`src/design/gsm_pkg.sv`:
```
// Overview of operation
// target is (255 - code) times 62 mV
// controller never programs codes below 0x5D; the controller forwards them and flags a bad code on read back
// codes 0xB7 to 0xFF may not start
// controller reads setpoint back after writing
// controller avoids codes 0x5D through 0xA6; the controller forwards them and flags a bad code on read back
// measure supply only when enabled and good
// supply reading is 0.3606 V per lsb
// readout and flags valid only while enabled
// below low limit sets flag, fail silent
// low limit code is 0.3606 V per lsb
// above high limit sets flag, fail silent
// high limit code uses same scaling
// fail silent stops gate toggling
// temperature is code*215/106 minus 88 C
// codes below 0x18 mean under range
// fail silent stays after flag clear
// gate switches only while supply good
// writes to readout registers do nothing
package gsm_pkg;
   // ----------------------------------------
   // register map (link address space)
   // ----------------------------------------
   localparam logic [6:0] GSM_ADDR_DIAG     = 7'h0F;
   localparam logic [6:0] GSM_ADDR_SETPOINT = 7'h15;
   localparam logic [6:0] GSM_ADDR_HIGH_LIM = 7'h1A;
   localparam logic [6:0] GSM_ADDR_LOW_LIM  = 7'h1B;
   localparam logic [6:0] GSM_ADDR_VOLTAGE  = 7'h45;
   localparam logic [6:0] GSM_ADDR_TEMP     = 7'h46;
   // diagnostic register bit positions
   localparam int GSM_DIAG_GOOD_BIT = 5;
   localparam int GSM_DIAG_LOW_BIT  = 3;
   localparam int GSM_DIAG_HIGH_BIT = 2;
   // reset values
   localparam logic [7:0] GSM_SETPOINT_RST = 8'hB7;
   localparam logic [7:0] GSM_HIGH_LIM_RST = 8'hFF;
   localparam logic [7:0] GSM_LOW_LIM_RST  = 8'h00;
   // setpoint and temperature code bounds
   localparam logic [7:0] GSM_CODE_MAX_V    = 8'h5D;
   localparam logic [7:0] GSM_CODE_TOL_HI   = 8'hA6;
   localparam logic [7:0] GSM_CODE_MIN_V    = 8'hB7;
   localparam logic [7:0] GSM_TEMP_UNDER    = 8'h18;
   localparam int         GSM_STEP_MV       = 62;
   localparam int         GSM_FULL_CODE     = 255;
   // ----------------------------------------
   // controller register port
   // ----------------------------------------
   localparam logic [3:0] GSM_C_SETPOINT = 4'h0;
   localparam logic [3:0] GSM_C_HIGH_LIM = 4'h1;
   localparam logic [3:0] GSM_C_LOW_LIM  = 4'h2;
   localparam logic [3:0] GSM_C_STATUS   = 4'h3;
   localparam logic [3:0] GSM_C_VOLTAGE  = 4'h4;
   localparam logic [3:0] GSM_C_TEMP     = 4'h5;
   localparam logic [3:0] GSM_C_IRQ_STAT = 4'h6;
   localparam logic [3:0] GSM_C_IRQ_MASK = 4'h7;
   localparam logic [3:0] GSM_C_DIAG_CLR = 4'h8;
   // irq bit positions
   localparam int GSM_IRQ_LOW  = 0;
   localparam int GSM_IRQ_HIGH = 1;
   localparam int GSM_IRQ_BAD  = 2;
   localparam int GSM_IRQ_FAIL = 3;
   localparam logic [3:0] GSM_IRQ_MASK_RST = 4'h0;

   function automatic logic [15:0] gsm_target_mv(input logic [7:0] code);
      gsm_target_mv = 16'((GSM_FULL_CODE - int'(code)) * GSM_STEP_MV);
   endfunction
endpackage

```
`src/design/gsm_link_if.sv`:
```
`timescale 1ns/1ps
// register access link between controller and device
interface gsm_link_if;
   logic       wr;
   logic       rd;
   logic [6:0] addr;
   logic [7:0] wdata;
   logic [7:0] rdata;
   logic       enable;
   logic       fail_silent;
   modport device (input wr, input rd, input addr, input wdata, input enable,
                   output rdata, output fail_silent);
   modport ctrl   (output wr, output rd, output addr, output wdata, output enable,
                   input rdata, input fail_silent);
endinterface

```
`src/design/gsm_ctrl.sv`:
```
`timescale 1ns/1ps
module gsm_ctrl
   import gsm_pkg::*;
(
   input  wire logic   mclk,
   input  wire logic   rst_b,
   gsm_link_if.ctrl    link,
   input  wire logic [3:0] addr,
   input  wire logic [7:0] wdata,
   input  wire logic   wr,
   input  wire logic   rd,
   output logic [7:0]  rdata,
   output logic        irq
);
   // ----------------------------------------
   // shadow and status
   // ----------------------------------------
   logic [7:0] setpoint_r, high_r, low_r, volt_r, temp_r, diag_r;
   logic [3:0] irq_stat_r, irq_mask_r;
   logic       en_r, verify_r, bad_code_r;
   logic [6:0] l_addr_r;
   logic [7:0] l_wdata_r;
   logic       l_wr_r, l_rd_r;
   logic [2:0] poll_r;
   logic [6:0] pend_addr_r;
   logic       fail_q_r;

   wire code_bad = (link.rdata < GSM_CODE_MAX_V) || (link.rdata <= GSM_CODE_TOL_HI) ||
                   (link.rdata >= GSM_CODE_MIN_V);
   wire [6:0] poll_addr = (poll_r == 3'd0) ? GSM_ADDR_VOLTAGE :
                          (poll_r == 3'd1) ? GSM_ADDR_TEMP : GSM_ADDR_DIAG;
   wire host_link = wr && (addr <= GSM_C_LOW_LIM || addr == GSM_C_DIAG_CLR);
   wire [3:0] events = {link.fail_silent & ~fail_q_r, bad_code_r,
                        en_r & diag_r[GSM_DIAG_HIGH_BIT], en_r & diag_r[GSM_DIAG_LOW_BIT]};
   wire stat_rd = rd && addr == GSM_C_IRQ_STAT;

   logic [7:0] rd_mux;
   always_comb begin
      rd_mux = 8'h00;
      unique case (addr)
         GSM_C_SETPOINT: rd_mux = setpoint_r;
         GSM_C_HIGH_LIM: rd_mux = high_r;
         GSM_C_LOW_LIM:  rd_mux = low_r;
         GSM_C_STATUS:   rd_mux = {6'h00, link.fail_silent, en_r} | (en_r ? {diag_r[5:2], 4'h0} : 8'h00);
         GSM_C_VOLTAGE:  rd_mux = en_r ? volt_r : 8'h00;
         GSM_C_TEMP:     rd_mux = temp_r;
         GSM_C_IRQ_STAT: rd_mux = {4'h0, irq_stat_r};
         GSM_C_IRQ_MASK: rd_mux = {4'h0, irq_mask_r};
         default:        rd_mux = 8'h00;
      endcase
   end

   always_ff @(posedge mclk or negedge rst_b) begin
      if (!rst_b) begin
         l_wr_r      <= 1'b0;
         l_rd_r      <= 1'b0;
         l_addr_r    <= 7'h00;
         l_wdata_r   <= 8'h00;
         verify_r    <= 1'b0;
         poll_r      <= 3'd0;
         pend_addr_r <= 7'h00;
      end else begin
         l_wr_r <= 1'b0;
         l_rd_r <= 1'b0;
         if (host_link) begin
            l_wr_r    <= 1'b1;
            l_wdata_r <= wdata;
            unique case (addr)
               GSM_C_SETPOINT: l_addr_r <= GSM_ADDR_SETPOINT;
               GSM_C_HIGH_LIM: l_addr_r <= GSM_ADDR_HIGH_LIM;
               GSM_C_LOW_LIM:  l_addr_r <= GSM_ADDR_LOW_LIM;
               default:        l_addr_r <= GSM_ADDR_DIAG;
            endcase
            verify_r <= (addr == GSM_C_SETPOINT);
         end else if (verify_r) begin
            l_rd_r   <= 1'b1;
            l_addr_r <= GSM_ADDR_SETPOINT;
            verify_r <= 1'b0;
         end else begin
            l_rd_r   <= 1'b1;
            l_addr_r <= poll_addr;
            poll_r <= (poll_r == 3'd2) ? 3'd0 : poll_r + 3'd1;
         end
         pend_addr_r <= l_rd_r ? l_addr_r : 7'h7F;
      end
   end

   always_ff @(posedge mclk or negedge rst_b) begin
      if (!rst_b) begin
         setpoint_r <= GSM_SETPOINT_RST;
         high_r     <= GSM_HIGH_LIM_RST;
         low_r      <= GSM_LOW_LIM_RST;
         volt_r     <= 8'h00;
         temp_r     <= 8'h00;
         diag_r     <= 8'h00;
         bad_code_r <= 1'b0;
         en_r       <= 1'b0;
         irq_stat_r <= 4'h0;
         irq_mask_r <= GSM_IRQ_MASK_RST;
         rdata      <= 8'h00;
         irq        <= 1'b0;
         fail_q_r   <= 1'b0;
      end else begin
         bad_code_r <= 1'b0;
         fail_q_r   <= link.fail_silent;
         if (wr && addr == GSM_C_SETPOINT) setpoint_r <= wdata;
         if (wr && addr == GSM_C_HIGH_LIM) high_r <= wdata;
         if (wr && addr == GSM_C_LOW_LIM)  low_r <= wdata;
         if (wr && addr == GSM_C_STATUS)   en_r <= wdata[0];
         if (wr && addr == GSM_C_IRQ_MASK) irq_mask_r <= wdata[3:0];
         unique case (pend_addr_r)
            GSM_ADDR_VOLTAGE:  if (en_r) volt_r <= link.rdata;
            GSM_ADDR_TEMP:     temp_r <= link.rdata;
            GSM_ADDR_DIAG:     diag_r <= link.rdata;
            GSM_ADDR_SETPOINT: bad_code_r <= code_bad;
            default:           ;
         endcase
         // set wins over the read clear
         irq_stat_r <= events | (stat_rd ? 4'h0 : irq_stat_r);
         irq        <= |((events | (stat_rd ? 4'h0 : irq_stat_r)) & irq_mask_r);
         rdata      <= rd_mux;
      end
   end

   assign link.wr     = l_wr_r;
   assign link.rd     = l_rd_r;
   assign link.addr   = l_addr_r;
   assign link.wdata  = l_wdata_r;
   assign link.enable = en_r;
endmodule

```
`src/flat_wrapper.sv`:
```
// flat-port wrapper written by rule: the top's interface ports become plain ports
module gsm_ctrl_flat import gsm_pkg::*;
  (mclk, rst_b, addr, wdata, wr, rd, rdata, irq, link_wr, link_rd, link_addr, link_wdata, link_enable, link_rdata, link_fail_silent);
  gsm_link_if link_i ();
  input  wire logic mclk;
  input  wire logic rst_b;
  input  wire logic [3:0] addr;
  input  wire logic [7:0] wdata;
  input  wire logic wr;
  input  wire logic rd;
  output logic [7:0] rdata;
  output logic irq;
  output wire logic [$bits(link_i.wr)-1:0] link_wr;
  output wire logic [$bits(link_i.rd)-1:0] link_rd;
  output wire logic [$bits(link_i.addr)-1:0] link_addr;
  output wire logic [$bits(link_i.wdata)-1:0] link_wdata;
  output wire logic [$bits(link_i.enable)-1:0] link_enable;
  input wire logic [$bits(link_i.rdata)-1:0] link_rdata;
  input wire logic [$bits(link_i.fail_silent)-1:0] link_fail_silent;
  assign link_wr = link_i.wr;
  assign link_rd = link_i.rd;
  assign link_addr = link_i.addr;
  assign link_wdata = link_i.wdata;
  assign link_enable = link_i.enable;
  assign link_i.rdata = link_rdata;
  assign link_i.fail_silent = link_fail_silent;
  gsm_ctrl u_core (.mclk(mclk), .rst_b(rst_b), .link(link_i), .addr(addr), .wdata(wdata), .wr(wr), .rd(rd), .rdata(rdata), .irq(irq));
endmodule
```
`config.mk`:
```
export PLATFORM = sky130hd
export DESIGN_NAME = gsm_ctrl_flat
export DESIGN_NICKNAME = d
export VERILOG_FILES = /design/src/design/gsm_pkg.sv /design/src/design/gsm_link_if.sv /design/src/design/gsm_ctrl.sv /design/src/flat_wrapper.sv
export SDC_FILE = /design/constraint.sdc
export NUM_CORES = 1
export LEC_CHECK = 0
export BUFFER_PORTS_ARGS = -buffer_cell sky130_fd_sc_hd__buf_2
export CAP_MARGIN = 25
export CORE_UTILIZATION = 40
export DETAILED_ROUTE_END_ITERATION = 6
export PLACE_DENSITY_LB_ADDON = 0.08
export SYNTH_ARGS = -nofsm -noshare
export SYNTH_HDL_FRONTEND = slang
export SYNTH_SLANG_ARGS = --single-unit
```
`constraint.sdc`:
```
create_clock -name mclk -period 2.6 [get_ports mclk]
set_clock_uncertainty 0.15 [all_clocks]
set_input_delay 0.52 -clock mclk [delete_from_list [all_inputs] [get_ports mclk]]
set_output_delay 0.52 -clock mclk [all_outputs]
set_load 0.01 [all_outputs]
```
After elaboration in Yosys (flattened, before gate mapping)

Index checks and enable logic that the tools add are counted.

$lt $le $gt $ge: 4
Reductions and logical operators: 15
$add $sub $neg: 1
Multiplexer cells: 15
Equality and inequality tests: 14
Bitwise operators: 9

Operators with widths:

| operator           | count |
|---|---|
| $pmux 8 s8         | 1 |
| $mux 7             | 5 |
| $eq 4x3->1 const B | 4 |
| $mux 8             | 2 |
| $pmux 5 s3         | 1 |
| $eq 7x7->1 const B | 2 |
| $eq 4x2->1 const B | 2 |
| $ge 8x8->1 const B | 1 |
| $le 8x8->1 const B | 1 |
| $lt 8x7->1 const B | 1 |
| $or 2x8->8         | 1 |
| $eq 7x4->1 const B | 1 |
| $eq 7x5->1 const B | 1 |
| $logic_and 1x1->1  | 7 |
| $and 4x4->4        | 1 |
| $eq 4x1->1 const B | 1 |
| $eq 4x4->1 const B | 1 |
| $le 4x2->1 const B | 1 |
| $logic_not 4->1    | 1 |
| $mux 1             | 4 |
| $mux 4             | 1 |
| $or 4x4->4         | 1 |
| $reduce_and 2->1   | 2 |
| $reduce_or 4->1    | 1 |
| 8 further kinds    | 14 |

Bits in registers: 94
Logic and storage cells: 78
Output and inout bits: 27
Input bits: 25

Depth between registers and ports, before layout

Gate-level depths: netlist of the first run.

Word-level depth: 6
Mapped depth: 7

Least setup slack after synthesis of the first run

OpenSTA, ideal clock, no wires.

Path type: input to register
From: in addr[2]
To: reg u_core.irq_mask_r[0]
Setup time: 0.125 ns
Cell stages on the path: 5
Required time: 2.325 ns
Arrival: 1.644 ns
Path slack: 0.681 ns
Buffers on the path: 2
Path through: clkbuf_1 -> nor2b_1 -> and3_1 -> clkbuf_1 -> mux2_2

Cells in the longest elaborated chain, start to end: 2

Ends and longest elaborated chain:

| what                   | RTL line          | RTL |
|---|---|---|
| start: declaration     | flat_wrapper.sv:7 | `input wire logic [3:0] addr;` |
| $eq 4x3->1             | gsm_ctrl.sv:110   | `if (wr && addr == GSM_C_IRQ_MASK) irq_mask_r <= wdata[3:0];` |
| $logic_and 1x1->1      | gsm_ctrl.sv:110   |  |
| end signal: assignment | gsm_ctrl.sv:110   |  |
| end: declaration       | gsm_ctrl.sv:19    | `logic [3:0] irq_stat_r, irq_mask_r;` |

No other way between the ends.
A chain may end at the register's enable or synchronous reset.

Final worst setup path of the first run

From: reg u_core.pend_addr_r[5]
To: reg u_core.temp_r[0]

Cells in the longest elaborated chain, start to end: 1

Ends and longest elaborated chain:

| what                     | RTL line        | RTL |
|---|---|---|
| start: declaration       | gsm_ctrl.sv:25  | `logic [6:0] pend_addr_r;` |
| start signal: assignment | gsm_ctrl.sv:84  | `pend_addr_r <= l_rd_r ? l_addr_r : 7'h7F;` |
| $eq 7x7->1               | gsm_ctrl.sv:111 | `unique case (pend_addr_r)` |
| end signal: assignment   | gsm_ctrl.sv:113 | `GSM_ADDR_TEMP: temp_r <= link.rdata;` |
| end: declaration         | gsm_ctrl.sv:18  | `logic [7:0] setpoint_r, high_r, low_r, volt_r, temp_r, diag_r;` |

No other way between the ends.

==> flow_summary.yaml, run 1 <==
setup_path:
  r2r-end: "u_core.temp_r[0]$_DFFE_PN0N_"
  worstPathCellList: "nor2_2 -> nand3_1 -> or4b_1 -> mux2_4"
  crit_fanout: 8
  reg2reg_depth: 4
  reg2reg_from: "u_core.pend_addr_r[5]$_DFF_PN0_"
  worst-path-stages: 4
  arrival_ps: 2150
  endpoint_kind: "register"
  path_class: "reg2reg"
  worst_path_largest_cell_delay_ps: 780
  reg2reg_slack_ps: 540
  critPathSlowestCell: "or4b_1"
  startpoint_type: "register"
  timing.critical_path.buf_inv: 0
  required_ps: 2690
  crit_family: "simple AND/OR/NAND/NOR gates"
clock_tree:
  ctsResizeCount: 0
  cts_buffers: 9
  clk_latency_ps: 360
  hold_buffers: 0
  cts_tree: "built"
  post-cts-setup-buffers: 0
  cts_root_buf: "clkbuf_8"
  clock-sinks: 91
  clk_pin_slew_ps: 90
  cts_buffer_depth: 2
  htree_levels: 3
power_and_ir_drop:
  clkPwrFrac: 0.279
  p_leak_nw: 2.15
  intPower_w: 0.00301
  ir_drop_uv: 324
  power.density_mw_per_mm2: 915
  p_sw_w: 0.00116
  power_w: 0.00417
  swShare: 0.278
  p_seq_frac: 0.511
  power_frac_comb: 0.209
floorplanning:
  dieArea_mm2: 0.0102
  die_height_um: 101
  die_width_um: 101
  core_area_mm2: 0.00937
  initial_core_util: 0.418
  placementRows: 35
  ios: 52
run_status:
  outcome: "finished, violations left"
  violations: "negative hold slack"
placement:
  io_buffer_count: 50
  dp.cells: 482
  place_congestion: 0.807
  dp_hpwl_um: 6310
  pre_cts_slack_ps: 428
global_routing:
  grt.total_usage: 0.193
  grt_start_max_net_pins: 43
  antenna_found_initial: 0
  grt_pass1_vias: 2602
  overflow: 0
  grt_pass1_wl_um: 14600
synthesis:
  ys_ff_latch: 91
  seq_area_frac_synth: 0.585
  synthesis.nets: 340
  syn_area_mm2: 0.00392
  netlist.area_leader.share: 0.491
  async_flop_share: 1.00
  avgSynthCellArea_um2: 12.4
  postSynthCellCount: 315
  ys_top_cells_by_area: "dfrtp_1, mux2_2, dfstp_2"
  synthFlopType: "dfrtp_1"
  yosys_warnings: 0
  synth_cell_types: 48
  synth_edf_count: 0
  yosysTopAreaCell: "dfrtp_1"
sta:
  fin_crit_sh: 0.793
  slew_headroom: 0.560
  fin_ws_ps: 539
  worstMarginPinSlew_ps: 654
  fin_hold_ws_ps: -10.5
  max_freq_mhz: 485
  period_minus_slack_ps: 2060
  finalSetupViolCount: 0
  maxSlewViolCount: 0
  finalHoldViolations: 15
  fin_setup_tns_ps: 0
  rsz0062_at_grt: "false"
detailed_routing:
  drt-met1-wl_um: 4480
  drt_iter0_markers: 125
  highest_layer: "met4"
  drc: 0
  viasPerCell: 5.22
  wirelength_um: 8770
  wire_per_inst_um: 17.6
  wl_met3_um: 340
  ant_nets: 0
  vias: 2601
  route.met2.wl_um: 3820
  drt-pass1-iter-count: 4
min_path:
  hold_class: "in2async"
finish:
  final_net_count: 389
  diodes: 0
  stdcell_count: 498
  syn2layout_area_growth_pct: 16.1
  drive_gt1_frac: 0.385
run:
  maxCapViolCount: 0
logic make-up (layout without fill, tap and decap cells):
logic type                after synthesis  count (layout)  share of synthesized area
buffers and inverters                  23              77                     0.0265
and+or+nand+nor                        90              90                      0.111
muxes                                  58              58                      0.172
DFF                                    91              91                      0.585
AOI/OAI and AO/OA                      50              50                     0.0992
other                                   1               1                   0.000956
xor gates and xnor gates                2               2                    0.00447
synthesized netlist by cell type (6+ instances only):
library cell  instances
a22oi_1              11
mux2_4                8
dfrtp_1              77
nand2_1              37
mux2_2               44
clkbuf_1             10
nand3_1              12
dfstp_2              14
nand2b_1              7
nor2_1               10
mux2i_1               6
worst max-delay path by stage:
stage	startpoint	end	slack [ps]
final	u_core.pend_addr_r[5]$_DFF_PN0_	u_core.temp_r[0]$_DFFE_PN0N_	540
after global routing	u_core.pend_addr_r[5]$_DFF_PN0_	u_core.temp_r[5]$_DFFE_PN0N_	450
after CTS	u_core.pend_addr_r[5]$_DFF_PN0_	u_core.temp_r[0]$_DFFE_PN0N_	520
after detailed placement	addr[1]	u_core.irq_mask_r[3]$_DFFE_PN0P_	430
after global placement	addr[1]	u_core.irq_mask_r[1]$_DFFE_PN0P_	460
after floorplan	addr[2]	u_core.irq_mask_r[0]$_DFFE_PN0P_	680
layout make-up:
type	instances	area [µm²]
Fill cell	890	4820
Clock inverter	6	113
Tap cell	129	161
Clock buffer	10	138
Sequential cell	91	2290
Timing Repair Buffer	55	303
Multi-Input combinational cell	201	1520
Inverter	6	22.5
registers in the layout, indices dropped and copies added, names as in the netlist:
register	flops
u_core.irq_stat_r	4
u_core.temp_r	8
u_core.link.wdata	8
u_core.fail_q_r	1
u_core.poll_r	3
u_core.bad_code_r	1
u_core.irq	1
u_core.link.rd	1
u_core.pend_addr_r	7
u_core.low_r	8
u_core.link.wr	1
u_core.volt_r	8
u_core.link.enable	1
u_core.rdata	8
u_core.irq_mask_r	4
u_core.high_r	8
u_core.link.addr	6
u_core.verify_r	1
u_core.diag_r	4
u_core.setpoint_r	8
layout by cell type (no fill, tap or decap), types with 3 or more instances in the layout:
cell type and instances:
buf_2 49, a22oi_1 11, clkbuf_8 10, dfrtp_1 77, nand2b_1 7, and3_1 5
a21o_1 5, o21ai_0 4, nor2_1 10, inv_1 5, mux2i_1 6, bufinv_16 3
a221o_1 4, nor2b_1 5, o22ai_1 3, o32ai_1 3, mux2_4 8, mux2_2 44
a22o_1 5, buf_4 5, nand2_1 37, nand3_1 12, dfstp_2 14
power by group through the flow:
stage          logic [W]  registers [W]  clock network (W)
6_report        0.000873        0.00213            0.00116
5_1_grt         0.000966        0.00219            0.00126
4_1_cts         0.000886        0.00213            0.00120
3_5_place_dp    0.000875        0.00215                  0
3_3_place_gp    0.000865        0.00216                  0
2_1_floorplan   0.000611        0.00209                  0
metrics by stage:
step | utilization | cell area (µm²) | hold slack (ps)
floorplan | - | 3920 | 74.4
global placement | 0.459 | 4300 | 302
detailed placement | 0.459 | 4300 | 296
CTS | 0.486 | 4550 | 8.24
global route | 0.486 | 4550 | 31.8
finish | 0.486 | 4550 | -10.5
routing by layer:
metal  global-route usage  vias to the layer above
li1                     -                     1226
met1                0.289                     1300
met2                0.278                       65
met3               0.0368                       10
met4               0.0702                        0
met5                    0                        -
Note: power is estimated with default switching activity, not from simulation.
==> run 2: changes to the inputs <==
--- a/config.mk
+++ b/config.mk
@@ -5,6 +5,7 @@
 export SDC_FILE = /design/constraint.sdc
 export NUM_CORES = 1
 export LEC_CHECK = 0
+export ABC_AREA = 1
 export BUFFER_PORTS_ARGS = -buffer_cell sky130_fd_sc_hd__buf_2
 export CAP_MARGIN = 25
 export CORE_UTILIZATION = 40
==> constraint.sdc (replaced) <==
create_clock -name mclk -period 1.8 [get_ports mclk]
set_clock_uncertainty 0.15 [all_clocks]
set_input_delay 0.36 -clock mclk [delete_from_list [all_inputs] [get_ports mclk]]
set_output_delay 0.36 -clock mclk [all_outputs]
set_load 0.01 [all_outputs]
==> flow_summary.yaml, run 2 <==
setup_path:
  endpoint_kind: "register"
  crit_fanout: 8
  arrival_ps: 1680
  reg2reg_slack_ps: 240
  startpoint_type: "register"
  path_class: "reg2reg"
  required_ps: 1920
clock_tree:
  clock-sinks: 91
  cts_root_buf: "clkbuf_8"
  ctsResizeCount: 0
  clk_latency_ps: 360
  clk_pin_slew_ps: 90
  cts_buffers: 9
  cts_tree: "built"
  htree_levels: 3
  cts_buffer_depth: 2
floorplanning:
  core_area_mm2: 0.00924
  ios: 52
  placementRows: 35
  die_height_um: 99.6
  dieArea_mm2: 0.00993
  die_width_um: 99.6
  initial_core_util: 0.413
global_routing:
  grt_pass1_vias: 2903
  grt.total_usage: 0.197
  grt_start_max_net_pins: 32
  antenna_found_initial: 0
  grt_pass1_wl_um: 14800
  overflow: 0
synthesis:
  synthFlopType: "dfrtp_1"
  synth_cell_types: 27
  ys_top_cells_by_area: "dfrtp_1, nand2_1, dfstp_2"
  synthesis.nets: 459
  synth_compound_area_frac: 0.0942
  postSynthCellCount: 434
  synth-simple-area-share: 0.241
  synthTopCellsByCount: "nand2_1, dfrtp_1, o21ai_0, inv_1, nor2_1"
  synthMuxAreaShare: 0
  ys_ff_latch: 91
  avgSynthCellArea_um2: 8.78
  synth_xor_xnor_area_share: 0
  synth_fa_ha_area_frac: 0
  yosys_warnings: 0
  synth_top_family_by_area: "simple AND/OR/NAND/NOR gates"
  syn_area_mm2: 0.00381
  yosysMostFrequentCell: "nand2_1"
  netlist.area_leader.share: 0.505
  yosysTopAreaCell: "dfrtp_1"
  seq_area_frac_synth: 0.602
  synth_edf_count: 0
  async_flop_share: 1.00
sta:
  fin_hold_ws_ps: 89.3
  rsz0062_at_grt: "false"
  fin_setup_tns_ps: 0
  period_minus_slack_ps: 1560
  finalSetupViolCount: 0
  max_freq_mhz: 643
  fin_crit_sh: 0.864
  finalHoldViolations: 0
  maxSlewViolCount: 0
detailed_routing:
  drt-pass1-iter-count: 4
  drc: 0
  wirelength_um: 8540
  vias: 2922
  drt_iter0_markers: 139
  viasPerCell: 4.62
  wire_per_inst_um: 13.5
  ant_nets: 0
finish:
  final_net_count: 523
  utilization: 0.487
  final_cell_mix: "nand2_1, dfrtp_1, buf_2, o21ai_0, inv_1"
  syn2layout_area_growth_pct: 18.1
  drive_gt1_frac: 0.217
  diodes: 0
  final_common_cell: "nand2_1"
power_and_ir_drop:
  power.density_mw_per_mm2: 1220
  ir_drop_uv: 545
  p_leak_nw: 2.32
  power_w: 0.00549
placement:
  io_buffer_count: 50
  place_congestion: 0.811
  dp_hpwl_um: 6220
run_status:
  outcome: "complete, no violations"
run:
  maxCapViolCount: 0
min_path:
  hold_class: "in2reg"
[run 2: power by group]
part / total [W] / internal [W] / switching [W]
logic: 0.00109 / 0.000447 / 0.000641
clock network: 0.00143 / 0.000722 / 0.000711
registers: 0.00297 / 0.00264 / 0.000327
total: 0.00549 / 0.00381 / 0.00168
[run 2: logic make-up after synthesis]
family          Yosys count
compound gates           71
flops                    91
simple gates            216
buf+inv                  55
other cells               1
[run 2: final timing paths]
| path | cells after the start | startpoint | endpoint |
|---|---|---|---|
| worst min register to register | 2 | u_core.high_r[2]$_DFFE_PN1P_ | u_core.high_r[2]$_DFFE_PN1P_ |
| max in group asynchronous | 3 | rst_b | u_core.high_r[7]$_DFFE_PN1P_ |
| worst max register to register | 4 | u_core.pend_addr_r[5]$_DFF_PN0_ | u_core.diag_r[3]$_DFFE_PN0N_ |
| min in group asynchronous | 2 | rst_b | u_core.pend_addr_r[3]$_DFF_PN0_ |
| worst min-delay path | 3 | link_rdata[1] | u_core.volt_r[1]$_DFFE_PN0P_ |
| worst max-delay path | 4 | u_core.pend_addr_r[5]$_DFF_PN0_ | u_core.diag_r[3]$_DFFE_PN0N_ |
[run 2: cell type report]
class,count,area [µm²]
sequential,91,2290
timing repair buffer,61,378
inverter,47,178
fill,907,4740
tap,129,161
multi-input combinational,288,1280
clock inverter,5,60.1
clock buffer,11,151
[run 2: timing repair]
item                                   in CTS  in global routing
setup endpoints to repair                   0                  1
hold buffers                                1                  1
endpoints found under the hold margin      27                  1
setup buffers                               0                  1
[run 2: critical path, stage by stage, from the launching register on]
cell and delay [ps]:
dfrtp_1 380, or2_1 240, nor2_1 90, nand4_1 310, o21ai_0 290
[run 2: per-layer routing]
layer / vias to the layer above / track usage / wire length (µm)
met3: 8 / 0.0506 / 277
met4: 0 / 0.0509 / 103
li1: 1494 / - / -
met5: - / 0 / 0
met2: 53 / 0.305 / 3850
met1: 1367 / 0.276 / 4310
[run 2: per-stage QoR]
stage          area [µm²]  setup WS, ps  instances
2_1_floorplan        3810           330        434
3_3_place_gp         4250           136        613
3_5_place_dp         4250           147        613
4_1_cts              4470           152        630
5_1_grt              4500          85.4        632
6_report             4500           245        632
==> run 3: changes to the inputs <==
--- a/config.mk
+++ b/config.mk
@@ -11,6 +11,7 @@
 export CORE_UTILIZATION = 40
 export DETAILED_ROUTE_END_ITERATION = 6
 export PLACE_DENSITY_LB_ADDON = 0.08
+export RECOVER_POWER = 100
 export SYNTH_ARGS = -nofsm -noshare
 export SYNTH_HDL_FRONTEND = slang
 export SYNTH_SLANG_ARGS = --single-unit
==> flow_summary.yaml, run 3 (synthesized netlist as in run 2, its figures left out) <==
finish:
  drive_gt1_frac: 0.139
  final_net_count: 523
  syn2layout_area_growth_pct: 16.0
  final_common_cell: "nand2_1"
  diodes: 0
  final_cell_mix: "nand2_1, dfrtp_1, o21ai_0, inv_1"
  utilization: 0.478
run:
  maxCapViolCount: 0
sta:
  worstMarginPinSlew_ps: 853
  max_freq_mhz: 621
  finalSetupViolCount: 0
  finalHoldViolations: 0
  fin_setup_tns_ps: 0
  fin_crit_sh: 0.895
  maxSlewViolCount: 0
  slew_headroom: 0.431
  period_minus_slack_ps: 1610
  rsz0062_at_grt: "false"
placement:
  io_buffer_count: 50
  dp_hpwl_um: 6220
  place_congestion: 0.811
detailed_routing:
  viasPerCell: 4.63
  drc: 0
  wire_per_inst_um: 13.6
  drt-pass1-iter-count: 4
  wirelength_um: 8590
  drt_iter0_markers: 148
  vias: 2924
  ant_nets: 0
setup_path:
  path_class: "in2reg"
  cpMostUsedCell: "nand2_1"
  worst-path-stages: 8
  arrival_ps: 1690
  reg2reg_depth: 6
  startpoint_type: "primary input"
  crit_fanout: 16
  worstPathCellList: "clkbuf_1 -> inv_2 -> nor2_4 -> nand2_1 -> clkinvlp_2 -> nand2_2 -> nand2_1 -> o21ai_0"
  timing.critical_path.buf_inv: 3
  required_ps: 1880
  critPathSlowestCell: "clkinvlp_2"
  worst_path_largest_cell_delay_ps: 260
  crit_family: "simple AND/OR/NAND/NOR gates"
  endpoint_kind: "register"
  reg2reg_slack_ps: 200
  reg2reg_from: "u_core.pend_addr_r[5]$_DFF_PN0_"
  r2r-end: "u_core.temp_r[3]$_DFFE_PN0N_"
min_path:
  min_to: "u_core.high_r[0]$_DFFE_PN1P_"
  holdPathStages: 3
  hold_class: "in2reg"
  hp-start: "wdata[0]"
global_routing:
  grt.total_usage: 0.197
  grt_pass1_vias: 2903
  grt_pass1_wl_um: 14800
  overflow: 0
  antenna_found_initial: 0
  grt_start_max_net_pins: 32
clock_tree:
  clk_pin_slew_ps: 80
  htree_levels: 3
  cts_tree: "built"
  cts_root_buf: "clkbuf_8"
  cts_buffer_depth: 2
  clk_latency_ps: 360
  clock-sinks: 91
  ctsResizeCount: 0
  cts_buffers: 9
floorplanning:
  core_area_mm2: 0.00924
  placementRows: 35
  dieArea_mm2: 0.00993
  ios: 52
  die_width_um: 99.6
  die_height_um: 99.6
  initial_core_util: 0.413
run_status:
  outcome: "complete, no violations"
power_and_ir_drop:
  ir_drop_uv: 544
  p_leak_nw: 2.20
  power.density_mw_per_mm2: 1230
## run 3: through the flow
step                cell area, µm²  instances  worst slack [ps]  power (W)  hold slack [ps]
detailed placement            4250        613               147    0.00409              198
global placement              4250        613               136    0.00406              191
finish                        4420        632               189    0.00544             93.0
floorplan                     3810        434               330    0.00365            -85.6
CTS                           4470        630               152    0.00555             3.60
global route                  4420        632              57.9    0.00585             85.3
## run 3: repair_timing
action,in CTS,in global routing
buffers inserted,0,1
hold buffers,1,1
endpoints found under the hold margin,27,1
endpoints found under the setup margin,0,1
## run 3: worst max-delay path by stage
stage                                         endpoint  slack [ps]                            start
after global routing      u_core.temp_r[2]$_DFFE_PN0N_          60  u_core.pend_addr_r[5]$_DFF_PN0_
after global placement       u_core.rdata[3]$_DFF_PN0_         140                          addr[2]
after detailed placement  u_core.volt_r[7]$_DFFE_PN0P_         150  u_core.pend_addr_r[5]$_DFF_PN0_
after CTS                 u_core.volt_r[3]$_DFFE_PN0P_         150  u_core.pend_addr_r[5]$_DFF_PN0_
final                      u_core.low_r[5]$_DFFE_PN0P_         190                          addr[1]
after floorplan           u_core.temp_r[6]$_DFFE_PN0N_         330  u_core.pend_addr_r[5]$_DFF_PN0_
## run 3: where the power goes
part | total [W] | leakage (nW) | switching, W | internal, W
Combinational | 0.00103 | 1.03 | 0.000631 | 0.000402
Sequential | 0.00298 | 1.06 | 0.000333 | 0.00264
Clock | 0.00143 | 0.106 | 0.000712 | 0.000722
Total | 0.00544 | 2.20 | 0.00168 | 0.00377
## run 3: cell type report
class,instances,area (µm²)
Clock buffer,11,151
Clock inverter,5,60.1
Fill cell,935,4820
Inverter,47,178
Multi-Input combinational cell,288,1260
Sequential cell,91,2290
Tap cell,129,161
Timing Repair Buffer,61,319
## run 3: layer usage
metal | up-vias | GRT usage | part of all wire | wire (µm)
met5 | - | 0 | 0 | 0
met4 | 0 | 0.0509 | 0.013 | 112
met3 | 12 | 0.0506 | 0.038 | 330
met2 | 59 | 0.305 | 0.44 | 3770
met1 | 1359 | 0.276 | 0.51 | 4380
li1 | 1494 | - | - | -
## run 3: worst min-delay path, stage by stage
cell	delay [ps]
buf_2	110
nand2_1	50
o21ai_0	70
